--- config.mk ---
export PLATFORM = sky130hd
export DESIGN_NAME = unaligned_word_right_load
export DESIGN_NICKNAME = d
export VERILOG_FILES = /design/src/pkg/word_right_load_pkg.sv /design/src/rtl/right_byte_merge.sv /design/src/rtl/unaligned_word_right_load.sv
export SDC_FILE = /design/constraint.sdc
export NUM_CORES = 1
export LEC_CHECK = 0
export BUFFER_PORTS_ARGS = -buffer_cell sky130_fd_sc_hd__buf_2
export CAP_MARGIN = 25
export CORE_UTILIZATION = 34
export CTS_CLUSTER_SIZE = 16
export DETAILED_ROUTE_END_ITERATION = 12
export GPL_TIMING_DRIVEN = 0
export PLACE_DENSITY = 0.58
export SYNTH_ARGS = -nofsm -noshare
export SYNTH_HDL_FRONTEND = slang
export SYNTH_SLANG_ARGS = --single-unit
--- constraint.sdc ---
create_clock -name mclk -period 4.1 [get_ports mclk]
set_input_delay 0.205 -clock mclk [delete_from_list [all_inputs] [get_ports mclk]]
set_output_delay 0.205 -clock mclk [all_outputs]
set_load 0.005 [all_outputs]
--- src/pkg/word_right_load_pkg.sv ---
package word_right_load_pkg;

  // ------------------------------------------------------------
  // operation kinds
  // ------------------------------------------------------------
  typedef enum logic [1:0] {
    load_word_right_op = 2'h0,
    load_word_right_user_op = 2'h1,
    pc_relative_word_load = 2'h2
  } op_kind_type;

  // ------------------------------------------------------------
  // sequencer states, one-hot
  // ------------------------------------------------------------
  typedef enum logic [2:0] {
    st_idle = 3'h1,
    st_xlat = 3'h2,
    st_read = 3'h4
  } state_type;

  // ------------------------------------------------------------
  // segment access modes reported by translation
  // ------------------------------------------------------------
  localparam logic [2:0] SEG_MODE_KERNEL_ONLY = 3'h0;
  localparam logic [2:0] SEG_MODE_MAPPED_USER_KERNEL = 3'h1;
  localparam logic [2:0] SEG_MODE_UNMAPPED_USER = 3'h2;
  localparam logic [2:0] SEG_MODE_MAPPED_USER_SUPER = 3'h3;

  // ------------------------------------------------------------
  // exception codes
  // ------------------------------------------------------------
  localparam logic [3:0] EXC_NONE = 4'h0;
  localparam logic [3:0] EXC_TLB_REFILL = 4'h1;
  localparam logic [3:0] EXC_TLB_INVALID = 4'h2;
  localparam logic [3:0] EXC_BUS_ERROR = 4'h3;
  localparam logic [3:0] EXC_ADDRESS_ERROR = 4'h4;
  localparam logic [3:0] EXC_WATCH = 4'h5;
  localparam logic [3:0] EXC_RESERVED_INSN = 4'h6;
  localparam logic [3:0] EXC_COP_UNUSABLE = 4'h7;

  // ------------------------------------------------------------
  // widths and field positions
  // ------------------------------------------------------------
  localparam int WORD_W = 32;
  localparam int REG_W = 64;
  localparam int PLAIN_IMM_W = 16;
  localparam int USER_IMM_W = 9;
  localparam int PCREL_OFS_W = 19;
  localparam int PCREL_SHIFT = 2;
  localparam int WATCH_ADDR_LSB = 3;
  localparam int WATCH_INSN_BIT = 2;
  localparam int WATCH_LOAD_BIT = 1;
  localparam int WATCH_STORE_BIT = 0;

  // ------------------------------------------------------------
  // reset values
  // ------------------------------------------------------------
  localparam logic [31:0] RESET_WORD = 32'h0000_0000;
  localparam logic [63:0] RESET_REG = 64'h0000_0000_0000_0000;
  localparam logic [4:0] RESET_INDEX = 5'h00;
  localparam logic [1:0] RESET_BYTE = 2'h0;

endpackage : word_right_load_pkg

--- src/rtl/right_byte_merge.sv ---
`timescale 1ns/1ps

module right_byte_merge
  import word_right_load_pkg::*;
(
  input wire logic [31:0] mem_word,
  input wire logic [63:0] dest_old,
  input wire logic [1:0] byte_index,
  output logic [63:0] merged
);

  // ------------------------------------------------------------
  // lane selection
  // ------------------------------------------------------------
  logic [31:0] shifted;
  logic [31:0] low_word;

  // memory bytes from byte_index upward land at the bottom
  assign shifted = mem_word >> {byte_index, 3'h0};

  genvar lane;
  generate
    for (lane = 0; lane < 4; lane = lane + 1) begin : g_lane
      localparam logic [2:0] LANE_NUM = 3'(lane);
      logic take;
      assign take = (LANE_NUM + {1'b0, byte_index}) < 3'h4;
      assign low_word[8*lane +: 8] = take ? shifted[8*lane +: 8] : dest_old[8*lane +: 8];
    end
  endgenerate

  // ------------------------------------------------------------
  // upper half
  // ------------------------------------------------------------
  // top byte written only for index 0; then upper bits copy bit 31
  assign merged[31:0] = low_word;
  assign merged[63:32] = (byte_index == 2'h0) ? {32{low_word[31]}} : dest_old[63:32];

endmodule : right_byte_merge

--- src/rtl/unaligned_word_right_load.sv ---
`timescale 1ns/1ps


module unaligned_word_right_load
  import word_right_load_pkg::*;
(
  input wire logic mclk,
  input wire logic rst,
  input wire logic op_valid,
  input wire logic [1:0] op_kind,
  input wire logic [31:0] base_value,
  input wire logic [15:0] imm_offset,
  input wire logic [31:0] pc_value,
  input wire logic [18:0] pc_offset,
  input wire logic [4:0] dest_reg_field,
  input wire logic [63:0] dest_old,
  input wire logic core_big_order,
  input wire logic swap_byte_order_flag,
  input wire logic memory_big_order,
  input wire logic extended_user_access_cfg,
  input wire logic cop0_access_en,
  input wire logic release6_core,
  input wire logic [31:0] watch_low_reg,
  input wire logic xlat_done,
  input wire logic [31:0] xlat_paddr,
  input wire logic [2:0] xlat_seg_mode,
  input wire logic xlat_refill,
  input wire logic xlat_invalid,
  input wire logic xlat_addr_err,
  input wire logic mem_done,
  input wire logic [31:0] mem_word,
  input wire logic mem_bus_err,
  output logic op_ready,
  output logic xlat_req,
  output logic [31:0] xlat_virt_addr,
  output logic xlat_user_map,
  output logic xlat_is_data,
  output logic mem_req,
  output logic [31:0] mem_paddr,
  output logic [1:0] mem_byte_index,
  output logic wb_valid,
  output logic [4:0] wb_index,
  output logic [63:0] wb_data,
  output logic exc_valid,
  output logic [3:0] exc_code
);

  // ------------------------------------------------------------
  // state record
  // ------------------------------------------------------------
  typedef struct packed {
    state_type fsm;
    op_kind_type op;
    logic [63:0] dest_old;
    logic [1:0] byte_index;
    logic op_ready;
    logic xlat_req;
    logic [31:0] xlat_virt_addr;
    logic xlat_user_map;
    logic xlat_is_data;
    logic mem_req;
    logic [31:0] mem_paddr;
    logic [1:0] mem_byte_index;
    logic wb_valid;
    logic [4:0] wb_index;
    logic [63:0] wb_data;
    logic exc_valid;
    logic [3:0] exc_code;
  } regs_type;

  regs_type r;
  regs_type next_r;

  // ------------------------------------------------------------
  // address formation
  // ------------------------------------------------------------
  logic [31:0] plain_ext;
  logic [31:0] user_ext;
  logic [31:0] pcrel_ext;
  logic [31:0] new_virt_addr;
  op_kind_type new_op;

  assign new_op = op_kind_type'(op_kind);
  assign plain_ext = {{(WORD_W - PLAIN_IMM_W){imm_offset[PLAIN_IMM_W-1]}}, imm_offset};
  assign user_ext = {{(WORD_W - USER_IMM_W){imm_offset[USER_IMM_W-1]}},
                     imm_offset[USER_IMM_W-1:0]};
  assign pcrel_ext = {{(WORD_W - PCREL_OFS_W - PCREL_SHIFT){pc_offset[PCREL_OFS_W-1]}},
                      pc_offset, 2'h0};

  always_comb begin
    unique case (new_op)
      load_word_right_op: new_virt_addr = base_value + plain_ext;
      load_word_right_user_op: new_virt_addr = base_value + user_ext;
      pc_relative_word_load: new_virt_addr = pc_value + pcrel_ext;
      default: new_virt_addr = base_value + plain_ext;
    endcase
  end

  // ------------------------------------------------------------
  // decode checks at issue
  // ------------------------------------------------------------
  logic is_partial;
  logic is_user;
  logic bad_opcode;
  logic no_cop0;

  assign is_partial = (new_op == load_word_right_op) || (new_op == load_word_right_user_op);
  assign is_user = (new_op == load_word_right_user_op);
  // unknown op codes, the dropped family on a sixth-release core, the user variant without its config, pc-relative on older cores
  assign bad_opcode = (op_kind == 2'h3)
                    || (is_partial && release6_core)
                    || (is_user && !extended_user_access_cfg)
                    || ((new_op == pc_relative_word_load) && !release6_core);
  assign no_cop0 = is_user && !cop0_access_en;

  // ------------------------------------------------------------
  // translation result checks
  // ------------------------------------------------------------
  logic seg_user_ok;
  logic watch_hit;
  logic [1:0] phys_low;
  logic [1:0] new_byte_index;

  // user variant reaches only the three user-accessible segment modes
  assign seg_user_ok = (xlat_seg_mode == SEG_MODE_MAPPED_USER_KERNEL)
                     || (xlat_seg_mode == SEG_MODE_UNMAPPED_USER)
                     || (xlat_seg_mode == SEG_MODE_MAPPED_USER_SUPER);

  // every op of this block, pc-relative included, is a data reference
  assign watch_hit = watch_low_reg[WATCH_LOAD_BIT]
                   && (r.xlat_virt_addr[31:WATCH_ADDR_LSB] == watch_low_reg[31:WATCH_ADDR_LSB]);

  always_comb begin
    phys_low = xlat_paddr[1:0] ^ {2{swap_byte_order_flag}};
    if (!memory_big_order) begin
      phys_low = 2'h0;
    end
  end

  // pc-relative loads take the whole word; byte 0 selects all four lanes
  assign new_byte_index = (r.op == pc_relative_word_load) ? 2'h0
                        : (r.xlat_virt_addr[1:0] ^ {2{core_big_order}});

  // ------------------------------------------------------------
  // byte merge
  // ------------------------------------------------------------
  logic [63:0] merged;

  // left-load bytes already in dest_old are kept, so either order completes the word
  right_byte_merge u_merge (
    .mem_word(mem_word),
    .dest_old(r.dest_old),
    .byte_index(r.byte_index),
    .merged(merged)
  );

  // ------------------------------------------------------------
  // sequencer
  // ------------------------------------------------------------
  always_comb begin
    next_r = r;
    next_r.wb_valid = 1'b0;
    next_r.exc_valid = 1'b0;
    unique case (r.fsm)
      st_idle: begin
        if (op_valid) begin
          next_r.op_ready = 1'b0;
          next_r.op = new_op;
          next_r.dest_old = dest_old;
          next_r.wb_index = dest_reg_field;
          next_r.xlat_virt_addr = new_virt_addr;
          next_r.exc_code = EXC_NONE;
          if (bad_opcode) begin
            next_r.op_ready = 1'b1;
            next_r.exc_valid = 1'b1;
            next_r.exc_code = EXC_RESERVED_INSN;
          end else if (no_cop0) begin
            next_r.op_ready = 1'b1;
            next_r.exc_valid = 1'b1;
            next_r.exc_code = EXC_COP_UNUSABLE;
          end else begin
            next_r.xlat_req = 1'b1;
            next_r.xlat_is_data = 1'b1;
            next_r.xlat_user_map = 1'b0;
            next_r.fsm = st_xlat;
          end
        end
      end
      st_xlat: begin
        // user mapping is chosen once the segment mode is known
        next_r.xlat_user_map = (r.op == load_word_right_user_op)
                             && (xlat_seg_mode == SEG_MODE_MAPPED_USER_KERNEL);
        // faults rank refill, invalid, address, watch; any of them skips the read
        if (xlat_done) begin
          next_r.xlat_req = 1'b0;
          next_r.xlat_user_map = 1'b0;
          next_r.exc_valid = 1'b1;
          next_r.op_ready = 1'b1;
          next_r.fsm = st_idle;
          if (xlat_refill) begin
            next_r.exc_code = EXC_TLB_REFILL;
          end else if (xlat_invalid) begin
            next_r.exc_code = EXC_TLB_INVALID;
          end else if (xlat_addr_err
                       || ((r.op == load_word_right_user_op) && !seg_user_ok)) begin
            next_r.exc_code = EXC_ADDRESS_ERROR;
          end else if (watch_hit) begin
            next_r.exc_code = EXC_WATCH;
          end else begin
            // no alignment fault: any byte offset is a legal start
            next_r.exc_valid = 1'b0;
            next_r.op_ready = 1'b0;
            next_r.byte_index = new_byte_index;
            next_r.mem_byte_index = new_byte_index;
            next_r.mem_paddr = {xlat_paddr[31:2], phys_low};
            next_r.mem_req = 1'b1;
            next_r.fsm = st_read;
          end
        end
      end
      st_read: begin
        if (mem_done) begin
          next_r.mem_req = 1'b0;
          next_r.op_ready = 1'b1;
          next_r.fsm = st_idle;
          if (mem_bus_err) begin
            next_r.exc_valid = 1'b1;
            next_r.exc_code = EXC_BUS_ERROR;
          end else begin
            // mem_word is only valid at this edge, so the merge is taken now
            next_r.wb_valid = 1'b1;
            next_r.wb_data = merged;
          end
        end
      end
    endcase
  end

  // ------------------------------------------------------------
  // state register
  // ------------------------------------------------------------
  always_ff @(posedge mclk) begin
    if (rst) begin
      r.fsm <= st_idle;
      r.op <= load_word_right_op;
      r.dest_old <= RESET_REG;
      r.byte_index <= RESET_BYTE;
      r.op_ready <= 1'b1;
      r.xlat_req <= 1'b0;
      r.xlat_virt_addr <= RESET_WORD;
      r.xlat_user_map <= 1'b0;
      r.xlat_is_data <= 1'b0;
      r.mem_req <= 1'b0;
      r.mem_paddr <= RESET_WORD;
      r.mem_byte_index <= RESET_BYTE;
      r.wb_valid <= 1'b0;
      r.wb_index <= RESET_INDEX;
      r.wb_data <= RESET_REG;
      r.exc_valid <= 1'b0;
      r.exc_code <= EXC_NONE;
    end else begin
      r <= next_r;
    end
  end

  // ------------------------------------------------------------
  // outputs
  // ------------------------------------------------------------
  assign op_ready = r.op_ready;
  assign xlat_req = r.xlat_req;
  assign xlat_virt_addr = r.xlat_virt_addr;
  assign xlat_user_map = r.xlat_user_map;
  assign xlat_is_data = r.xlat_is_data;
  assign mem_req = r.mem_req;
  assign mem_paddr = r.mem_paddr;
  assign mem_byte_index = r.mem_byte_index;
  assign wb_valid = r.wb_valid;
  assign wb_index = r.wb_index;
  assign wb_data = r.wb_data;
  assign exc_valid = r.exc_valid;
  assign exc_code = r.exc_code;

endmodule : unaligned_word_right_load

==> impl_metrics.tcl, run 1 <==
set metrics [dict create \
    outcome "complete, no violations" \
    clkTransAtPathRegs_ps 60 \
    clockRootBuffer "clkbuf_16" \
    io_pins 430 \
    worst_pin_slew_ps 926 \
    fin_area_sq_um 17500 \
    synth_area_per_cell_sq_um 7.91 \
    fin_setup_tns_ps 0 \
    final_nets 2529 \
    cts_resized 0 \
    instances_no_fill 2709 \
    fmax_mhz 299 \
    grt_overflow_total 0 \
    insertion_delay_ps 520 \
    synth_area_leaders "dfxtp_1 32%, buf_4 8.4%, nand2_1 7.0%, a21oi_1 6.3%, ha_1 6.0%" \
    synthCells 1640 \
    cp.arrival_ps 3710 \
    coreArea_sq_um 37600 \
    p_leak_uw 0.00789 \
    ir_drop_v 0.000253 \
    p_sw_uw 2170 \
    synth_area_leader_cell "dfxtp_1" \
    critical_path.endpoint_type "flip-flop" \
    placed_area_sq_um 15700 \
    grt_pass1_wl_microns 74400 \
    cts_max_path_buffers 3 \
    combPwrFrac_pct 29.9 \
    crit_path_max_fanout 17 \
    share_seq_of_total_power_pct 35.7 \
    drc 0 \
    drt_pre_antenna_iters 5 \
    hold_viol 0 \
    drv_slew 0 \
    viasPerCell 5.00 \
    synth_top_area_share_pct 31.8 \
    cts_hold_buf 98 \
    wl_per_cell_microns 18.2 \
    grt_pass1_vias 13600 \
    synth.top_cells.by_count "241 x nand2_1, 206 x dfxtp_1, 164 x a21oi_1, 148 x nor2_1, 145 x buf_4" \
    drtAntennaViolNets 0 \
    cts_setup_buffers 0 \
    numClockSinks 206 \
    synthesis.area_sq_um 13000 \
    syn_nets 1988 \
    async_flop_share_pct 0 \
    portBuffers 417 \
    fin_crit_sh_pct 81.5 \
    power_per_cell_area_nw_per_um2 379 \
    place_inst 2569 \
    htree_levels 1 \
    synth_edf_count 0 \
    path_class "primary input to flip-flop" \
    clock_power_share_pct 34.4 \
    ys_types 73 \
    min_path_type "primary input to flip-flop" \
    internal_power_uw 4470 \
    cts_tree "done" \
    area_delta_synth_final_pct 35.0 \
    dpl.hpwl_microns 38700 \
    synth.most_common_cell "nand2_1" \
    sw_frac_of_total_pct 32.6 \
    start_util_pct 34.5 \
    synth-seq-cells 206 \
    min_period_ps 3340 \
    yosysSeqAreaShare_pct 31.8 \
    antenna_found_initial 1 \
    num_vias 13600 \
    synthFlopType "dfxtp_1" \
    place.gp.congestion 0.887 \
    power_uw 6630 \
    die_x_microns 197 \
    cts_buffers 23 \
    critPathRequiredTime_ps 4470 \
    fp-row-count 71 \
    grt_max_degree 18 \
    clock-skew-final_ps 18.9 \
    die_h_microns 197 \
    wirelength_microns 49300 \
    yosys_warnings 0 \
    setup_viol 0 \
    dieArea_sq_um 38900 \
    final_util_pct 46.6 \
    grt_usage_pct 24.7 \
    drive_above_1_share_pct 29.1 \
    worst_setup_path_start_kind "primary input" \
    drt-initial-drc-count 703 \
    grt_setup_unrepaired "false" \
    maxCapViolCount 0 \
    maxSlewHeadroom_pct 38.3 \
]
[per-stage QoR]
step                worst slack (ps)  hold slack, ps
floorplan                       1350             302
global placement                 253             441
detailed placement               270             447
CTS                              802            4.05
global route                     438            18.9
finish                           758            33.4
[power by group through the flow]
stage | Sequential, uW | Clock (uW) | Combinational, uW
5_1_grt | 2390 | 2410 | 2190
3_5_place_dp | 2410 | 0 | 1900
6_report | 2370 | 2280 | 1990
2_1_floorplan | 2330 | 0 | 1230
4_1_cts | 2370 | 2330 | 1990
3_3_place_gp | 2400 | 0 | 1890
[layer usage]
metal  GRT usage (%)  vias up  part of all wire (%)
li1                -     6697                     -
met1            30.4     6259                    42
met2            43.4      512                    48
met3            3.94       86                   6.9
met4            8.13        0                   3.1
met5               0        -                     0
[sequential cells by signal, summed over array words and instances, names as in the netlist, 2 cells and up]
name and flops:
mem_paddr 32, wb_data 64, r 61, wb_index 5, xlat_virt_addr 32, exc_code 3, mem_byte_index 2
[final timing paths]
check / startpoint / end / slack (ps) / depth (start not counted)
worst max-delay path: op_kind[1] / xlat_virt_addr[30] / 760 / 13
worst max register to register: xlat_virt_addr[20] / exc_code[1] / 900 / 10
worst min register to register: r[157] / r[157] / 450 / 2
worst min-delay path: xlat_seg_mode[1] / xlat_user_map / 30 / 4
[layout make-up]
| class | count | area, sq um |
|---|---|---|
| well taps | 511 | 639 |
| repair buffers | 516 | 3070 |
| clock buffers | 32 | 649 |
| plain buffers | 236 | 1470 |
| fillers | 3827 | 20100 |
| diodes | 1 | 2.50 |
| clock inverters | 9 | 178 |
| inverters | 13 | 48.8 |
| flip-flops and latches | 206 | 4120 |
| multi-input cells | 1185 | 7320 |
[logic make-up after synthesis]
group | synth area share (%)
flip-flops | 31.8
other | 0.0289
multiplexers | 5.33
XOR/XNOR | 5.47
AND/OR/NAND/NOR | 18.4
adder cells (fa/ha/maj) | 6.29
AO/OA/AOI/OAI | 20.9
buffers and inverters | 11.7
[critical path, stage by stage]
cell and delay, ps:
buf_2 200, nand2b_1 130, clkbuf_1 320, nand2_1 100, nand2_1 580, ha_1 450
a21o_1 190, a21o_1 200, nand4b_1 270, a31oi_1 370, o21ai_0 240, o31ai_1 340
a221oi_2 100
[cells in the final DEF, fill, tap and decap left out, types with 4 or more instances in the layout]
| cell type | count |
|---|---|
| a211oi_1 | 80 |
| a21o_1 | 24 |
| a21oi_1 | 164 |
| a31oi_1 | 12 |
| and2_1 | 7 |
| and3_1 | 12 |
| buf_1 | 4 |
| buf_2 | 420 |
| buf_4 | 145 |
| bufinv_16 | 5 |
| clkbuf_1 | 83 |
| clkbuf_16 | 23 |
| clkbuf_8 | 4 |
| dfxtp_1 | 206 |
| dlygate4sd3_1 | 98 |
| ha_1 | 62 |
| inv_1 | 13 |
| mux2i_1 | 51 |
| mux4_2 | 8 |
| nand2_1 | 241 |
| nand2b_1 | 10 |
| nand3_1 | 22 |
| nand4_1 | 8 |
| nor2_1 | 148 |
| nor2b_1 | 20 |
| nor3_1 | 49 |
| nor4_1 | 9 |
| o211ai_1 | 9 |
| o21a_1 | 9 |
| o21ai_0 | 73 |
| o21bai_1 | 7 |
| o22ai_1 | 5 |
| o31ai_1 | 5 |
| or2_2 | 7 |
| or3_1 | 7 |
| xnor2_1 | 35 |
| xor2_1 | 46 |
Power figures use the tool's default switching activity.
==> inputs of run 2 (changes only) <==
--- a/config.mk
+++ b/config.mk
@@ -5,13 +5,14 @@
 export SDC_FILE = /design/constraint.sdc
 export NUM_CORES = 1
 export LEC_CHECK = 0
+export ABC_AREA = 1
 export BUFFER_PORTS_ARGS = -buffer_cell sky130_fd_sc_hd__buf_2
 export CAP_MARGIN = 25
 export CORE_UTILIZATION = 34
 export CTS_CLUSTER_SIZE = 16
 export DETAILED_ROUTE_END_ITERATION = 12
 export GPL_TIMING_DRIVEN = 0
-export PLACE_DENSITY = 0.58
+export PLACE_DENSITY = 0.59
 export SYNTH_ARGS = -nofsm -noshare
 export SYNTH_HDL_FRONTEND = slang
 export SYNTH_SLANG_ARGS = --single-unit
==> constraint.sdc (replaced) <==
create_clock -name mclk -period 2.7 [get_ports mclk]
set_input_delay 0.135 -clock mclk [delete_from_list [all_inputs] [get_ports mclk]]
set_output_delay 0.135 -clock mclk [all_outputs]
set_load 0.005 [all_outputs]
==> impl_metrics.tcl, run 2 <==
set metrics [dict create \
    grt_pass1_wl_microns 90900 \
    critPathRequiredTime_ps 3120 \
    wirelength_microns 60800 \
    ir_drop_v 0.000424 \
    synth_top_area_share_pct 28.7 \
    drtAntennaViolNets 0 \
    io_pins 430 \
    grt_usage_pct 27.0 \
    maxCapViolCount 0 \
    path_class "primary input to flip-flop" \
    critical_path.endpoint_type "flip-flop" \
    fin_ws_ps 191 \
    numClockSinks 206 \
    fp-row-count 74 \
    final-seq-area_sq_um 4120 \
    synthCells 2249 \
    synthAdderAreaFrac_pct 5.69 \
    grt_setup_unrepaired "false" \
    hold_start "xlat_invalid" \
    antenna_found_initial 4 \
    crit_buf_inv 4 \
    drive_above_1_share_pct 24.3 \
    viasPerCell 4.98 \
    holdWs_ps 31.2 \
    pre_cts_slack_ps -595 \
    drt_pre_antenna_iters 6 \
    cts_tree "done" \
    portBuffers 417 \
    cts_max_path_buffers 3 \
    most-common-layout-cells "613 x nand2_1, 440 x buf_2, 245 x inv_1, 219 x a21oi_1, 206 x dfxtp_1" \
    worst_pin_slew_ps 996 \
    multi_input_area_sq_um 7800 \
    startpoint "op_kind[0]" \
    synth_mux_area_share_pct 0 \
    synth_area_leaders "dfxtp_1 29%, nand2_1 16%, a21oi_1 7.6%, buf_4 7.6%, o21ai_0 6.9%" \
    htree_levels 1 \
    worst_setup_path_start_kind "primary input" \
    nFillCells 4363 \
    async_flop_share_pct 0 \
    regMostFlops "wb_data" \
    syn_nets 2597 \
    wl_per_cell_microns 18.2 \
    synthSimpleGateAreaFrac_pct 27.5 \
    synthesis.area_sq_um 14300 \
    synth_top_family_by_area "simple AND/OR/NAND/NOR gates" \
    grt_pass1_vias 15600 \
    cts_buffers 23 \
    min_period_ps 2510 \
    final_util_pct 45.9 \
    start_util_pct 34.8 \
    top_regs "wb_data x64, r x61" \
    setup_viol 0 \
    ys_types 50 \
    place_inst 3198 \
    synthFlopType "dfxtp_1" \
    area_delta_synth_final_pct 31.8 \
    slowest_stage "o21ai_0" \
    instances_no_fill 3348 \
    grt_overflow_total 0 \
    power_per_cell_area_nw_per_um2 590 \
    clkTransAtPathRegs_ps 60 \
    drt-initial-drc-count 1121 \
    synth.top_cells.by_count "614 x nand2_1, 246 x inv_1, 219 x a21oi_1, 206 x dfxtp_1, 198 x o21ai_0" \
    drv_slew 0 \
    insertion_delay_ps 530 \
    fin_setup_tns_ps 0 \
    crit_path_max_fanout 8 \
    yosys_warnings 0 \
    clockRootBuffer "clkbuf_16" \
    fmax_mhz 399 \
    drc 0 \
    maxSlewHeadroom_pct 33.6 \
    final_nets 3148 \
    largest_reg_flops 64 \
    coreArea_sq_um 41200 \
    synth_edf_count 0 \
    synth_xor_area_share_pct 1.28 \
    cp.arrival_ps 2930 \
    synth-seq-cells 206 \
    crit_family "compound AO/OA/AOI/OAI gates" \
    synth.most_common_cell "nand2_1" \
    min_path_type "primary input to flip-flop" \
    crit_chain "buf_2, inv_1, nor2_4, nand2_2, o21ai_0, inv_1, ha_1, a21oi_1, nand2_1, nand3b_1, o21ai_0, o21ai_0, o21bai_1, inv_1" \
    num_vias 16700 \
    dpl.hpwl_microns 49500 \
    rr_startpoint "xlat_virt_addr[27]" \
    dieArea_sq_um 43000 \
    clock-skew-final_ps 18.3 \
    synth-compound-area-share_pct 19.7 \
    outcome "complete, no violations" \
    grt_max_degree 17 \
    slowest_delay_ps 510 \
    final_common_cell "nand2_1" \
    place.gp.congestion 0.963 \
    p_leak_uw 0.00966 \
    hold_viol 0 \
    fin_crit_sh_pct 92.9 \
    die_x_microns 207 \
    synth_area_leader_cell "dfxtp_1" \
    synth_area_per_cell_sq_um 6.38 \
    die_h_microns 207 \
    yosysSeqAreaShare_pct 28.7 \
]
## run 2: changes by cell type in the layout (fill, tap and decap cells not counted), sizes merged, moves of 22 or more
cell	change
a211oi	-81
a21o	-25
a21oi	+65
a31oi	+31
buf	+29
clkbuf	-28
inv	+237
mux2i	-51
nand2	+384
nand3	+97
nor3	-28
o21ai	+127
xnor2	-22
xor2	-38
## run 2: through the flow
step           total power [uW]  area [sq um]
2_1_floorplan              6340         14300
3_3_place_gp               7920         17100
3_5_place_dp               7970         17100
4_1_cts                   11200         18900
5_1_grt                   11800         18900
6_report                  11200         18900
## run 2: metal layers
layer	part of all wire, %	vias up	GRT usage, %
met3	5.8	88	2.87
met2	47	624	46.2
met4	2.7	2	7.67
met5	0.025	-	0
met1	45	7669	35.9
li1	-	8304	-
## run 2: logic make-up (layout without fill, tap and decap cells)
group	count (synthesis)	in the layout
flip-flops	206	206
XOR/XNOR	21	21
buffers and inverters	482	1045
AND/OR/NAND/NOR	952	952
adder cells (fa/ha/maj)	64	64
AO/OA/AOI/OAI	523	523
other	1	5
## run 2: timing repair
item	in CTS	in global routing
gates cloned	0	1
buffers inserted	0	4
hold buffers	104	0
endpoints found under the setup margin	3	10
pin swaps	0	1
gates resized for setup	1	6
hold endpoints to repair	100	0
## run 2: area by class of cell
type	instances	share of cell area (%)
timing repair inverter	1	0.0265
antenna	4	0.0529
clock inverter	2	0.132
inverter	252	5.01
buffer	230	7.86
tap	532	3.52
clock buffer	35	3.65
timing repair buffer	525	16.7
multi-input combinational	1561	41.2
sequential	206	21.8
## run 2: power breakdown
part / switching [uW] / internal, uW / total, uW
combinational: 2520 / 1690 / 4210
clock: 1300 / 1750 / 3050
sequential: 395 / 3500 / 3890
total: 4210 / 6940 / 11200
## run 2: path summary, 6_finish.rpt
check | slack (ps) | end | depth (start not counted)
setup reg to reg | 490 | mem_paddr[20] | 11
hold / removal | 30 | exc_code[1] | 3
hold reg to reg | 460 | r[206] | 2
setup / recovery | 190 | xlat_virt_addr[11] | 14
## run 2: worst register-to-register path, stage by stage (launching register included)
cell	delay [ps]
dfxtp_1	330
xnor2_1	370
nand2_1	100
nor2_1	250
nand2_1	90
nor2_1	150
nand2_2	130
nand3_4	150
clkinv_2	180
buf_6	190
nand2_1	70
a21oi_1	60
==> inputs of run 3 (changes only) <==
--- a/config.mk
+++ b/config.mk
@@ -5,14 +5,13 @@
 export SDC_FILE = /design/constraint.sdc
 export NUM_CORES = 1
 export LEC_CHECK = 0
-export ABC_AREA = 1
 export BUFFER_PORTS_ARGS = -buffer_cell sky130_fd_sc_hd__buf_2
 export CAP_MARGIN = 25
 export CORE_UTILIZATION = 34
 export CTS_CLUSTER_SIZE = 16
 export DETAILED_ROUTE_END_ITERATION = 12
 export GPL_TIMING_DRIVEN = 0
-export PLACE_DENSITY = 0.59
+export PLACE_DENSITY = 0.6
 export SYNTH_ARGS = -nofsm -noshare
 export SYNTH_HDL_FRONTEND = slang
 export SYNTH_SLANG_ARGS = --single-unit
==> impl_metrics.tcl, run 3 (synthesis results as in run 1) <==
set metrics [dict create \
    grt_pass1_vias 13300 \
    numClockSinks 206 \
    ir_drop_v 0.000351 \
    grt_usage_pct 24.8 \
    clkTransAtPathRegs_ps 60 \
    num_vias 13800 \
    holdWs_ps 36.8 \
    coreArea_sq_um 37600 \
    worst_pin_slew_ps 932 \
    grt_setup_unrepaired "false" \
    maxCapViolCount 0 \
    cts_buffers 24 \
    grt_overflow_total 0 \
    rr_startpoint "xlat_virt_addr[15]" \
    dr.max_layer_used "met5" \
    drive_above_1_share_pct 30.1 \
    final_common_cell "buf_2" \
    wl_met1_microns 20800 \
    drc 0 \
    wl_per_cell_microns 18.4 \
    cp.arrival_ps 2960 \
    path_class "flip-flop to flip-flop" \
    final-seq-area_sq_um 4130 \
    worst_setup_path_start_kind "flip-flop" \
    outcome "complete, no violations" \
    drt-initial-drc-count 642 \
    p_leak_uw 0.00803 \
    insertion_delay_ps 530 \
    n_antenna_cell 0 \
    min_period_ps 2580 \
    io_pins 430 \
    place.gp.congestion 0.920 \
    area_delta_synth_final_pct 38.0 \
    largest_reg_flops 64 \
    crit_path_max_fanout 7 \
    grt_pass1_wl_microns 74400 \
    top_regs "wb_data x64, r x61" \
    start_util_pct 34.5 \
    maxSlewHeadroom_pct 37.9 \
    cts_tree "done" \
    instances_no_fill 2730 \
    place_inst 2569 \
    rr_worst_depth 10 \
    dr_wl_met3_microns 3590 \
    viasPerCell 5.04 \
    htree_levels 1 \
    die_x_microns 197 \
    dpl.hpwl_microns 38700 \
    grt_max_degree 18 \
    whs_endpoint "xlat_req" \
    fin_crit_sh_pct 95.7 \
    dr_wl_met2_microns 24100 \
    wirelength_microns 50200 \
    hold_viol 0 \
    drt_pre_antenna_iters 4 \
    multi_input_area_sq_um 7440 \
    die_h_microns 197 \
    power_uw 10200 \
    fp-row-count 71 \
    final_nets 2549 \
    clock-skew-final_ps 21.2 \
    regMostFlops "wb_data" \
    min_path_type "primary input to flip-flop" \
    drtAntennaViolNets 0 \
    power_per_cell_area_nw_per_um2 570 \
    clockRootBuffer "clkbuf_16" \
    nFillCells 3721 \
    most-common-layout-cells "420 x buf_2, 239 x nand2_1, 203 x dfxtp_1, 163 x a21oi_1, 149 x buf_4" \
    r2r_end "mem_paddr[6]" \
    portBuffers 417 \
    hold_path_depth 3 \
    r2r_slack_ps 120 \
    critPathRequiredTime_ps 3080 \
    setup_viol 0 \
    dieArea_sq_um 38900 \
    drv_slew 0 \
    critical_path.endpoint_type "flip-flop" \
    hold_start "xlat_done" \
    startpoint "xlat_virt_addr[15]" \
    cts_max_path_buffers 3 \
    fmax_mhz 387 \
    antenna_found_initial 3 \
]
==> run 3: critical path, stage by stage, from the launching register on <==
cell,delay (ps)
dfxtp_2,340
xor2_1,140
nor4_1,280
buf_2,230
nand4_1,360
nor4_4,310
or3_4,250
nor2_4,100
buf_8,160
mux2i_1,190
nor2_1,60
==> run 3: worst max-delay path by stage <==
| stage | end | cells after the start | slack, ps |
|---|---|---|---|
| 3_5_place_dp | xlat_virt_addr[30] | 14 | -1040 |
| 2_1_floorplan | xlat_virt_addr[31] | 14 | 20 |
| 5_1_grt | mem_paddr[22] | 10 | 0.7 |
| 4_1_cts | mem_paddr[22] | 10 | -9 |
| 6_report | mem_paddr[6] | 10 | 120 |
| 3_3_place_gp | exc_code[1] | 9 | -1180 |
==> run 3: final cells by class <==
type | instances | area share, %
sequential | 206 | 23.1
clock buffer | 33 | 3.77
inverter | 13 | 0.273
tap | 511 | 3.57
buffer | 233 | 8.32
multi-input combinational | 1185 | 41.6
timing repair buffer | 538 | 18.4
clock inverter | 11 | 1.00
==> run 3: power breakdown <==
part	internal, uW	switching, uW
combinational	1350	1760
clock	2140	1370
sequential	3330	249
total	6830	3370
==> run 3: through the flow <==
step,setup TNS [ps],setup slack (ps),utilization (%),area (sq um)
after CTS,-25.5,-8.92,47.4,17800
after floorplan,0,18.9,-,13000
after global routing,0,0.743,47.6,17900
after global placement,-55820,-1180,41.8,15700
after detailed placement,-24740,-1040,41.8,15700
final,0,117,47.6,17900
==> run 3: per-layer routing <==
layer  track usage, %  up-vias
met5                0        -
met4             8.90        6
met3             4.08      103
met2             43.4      507
met1             30.4     6407
li1                 -     6746
==> run 3: what timing repair did <==
| action | CTS | global route |
|---|---|---|
| hold endpoints to repair | 109 | 0 |
| cloned | 1 | 0 |
| gates resized for setup | 22 | 15 |
| pin swaps | 8 | 3 |
| endpoints found under the setup margin | 54 | 51 |
| hold buffers | 112 | 0 |
| buffers inserted | 5 | 2 |
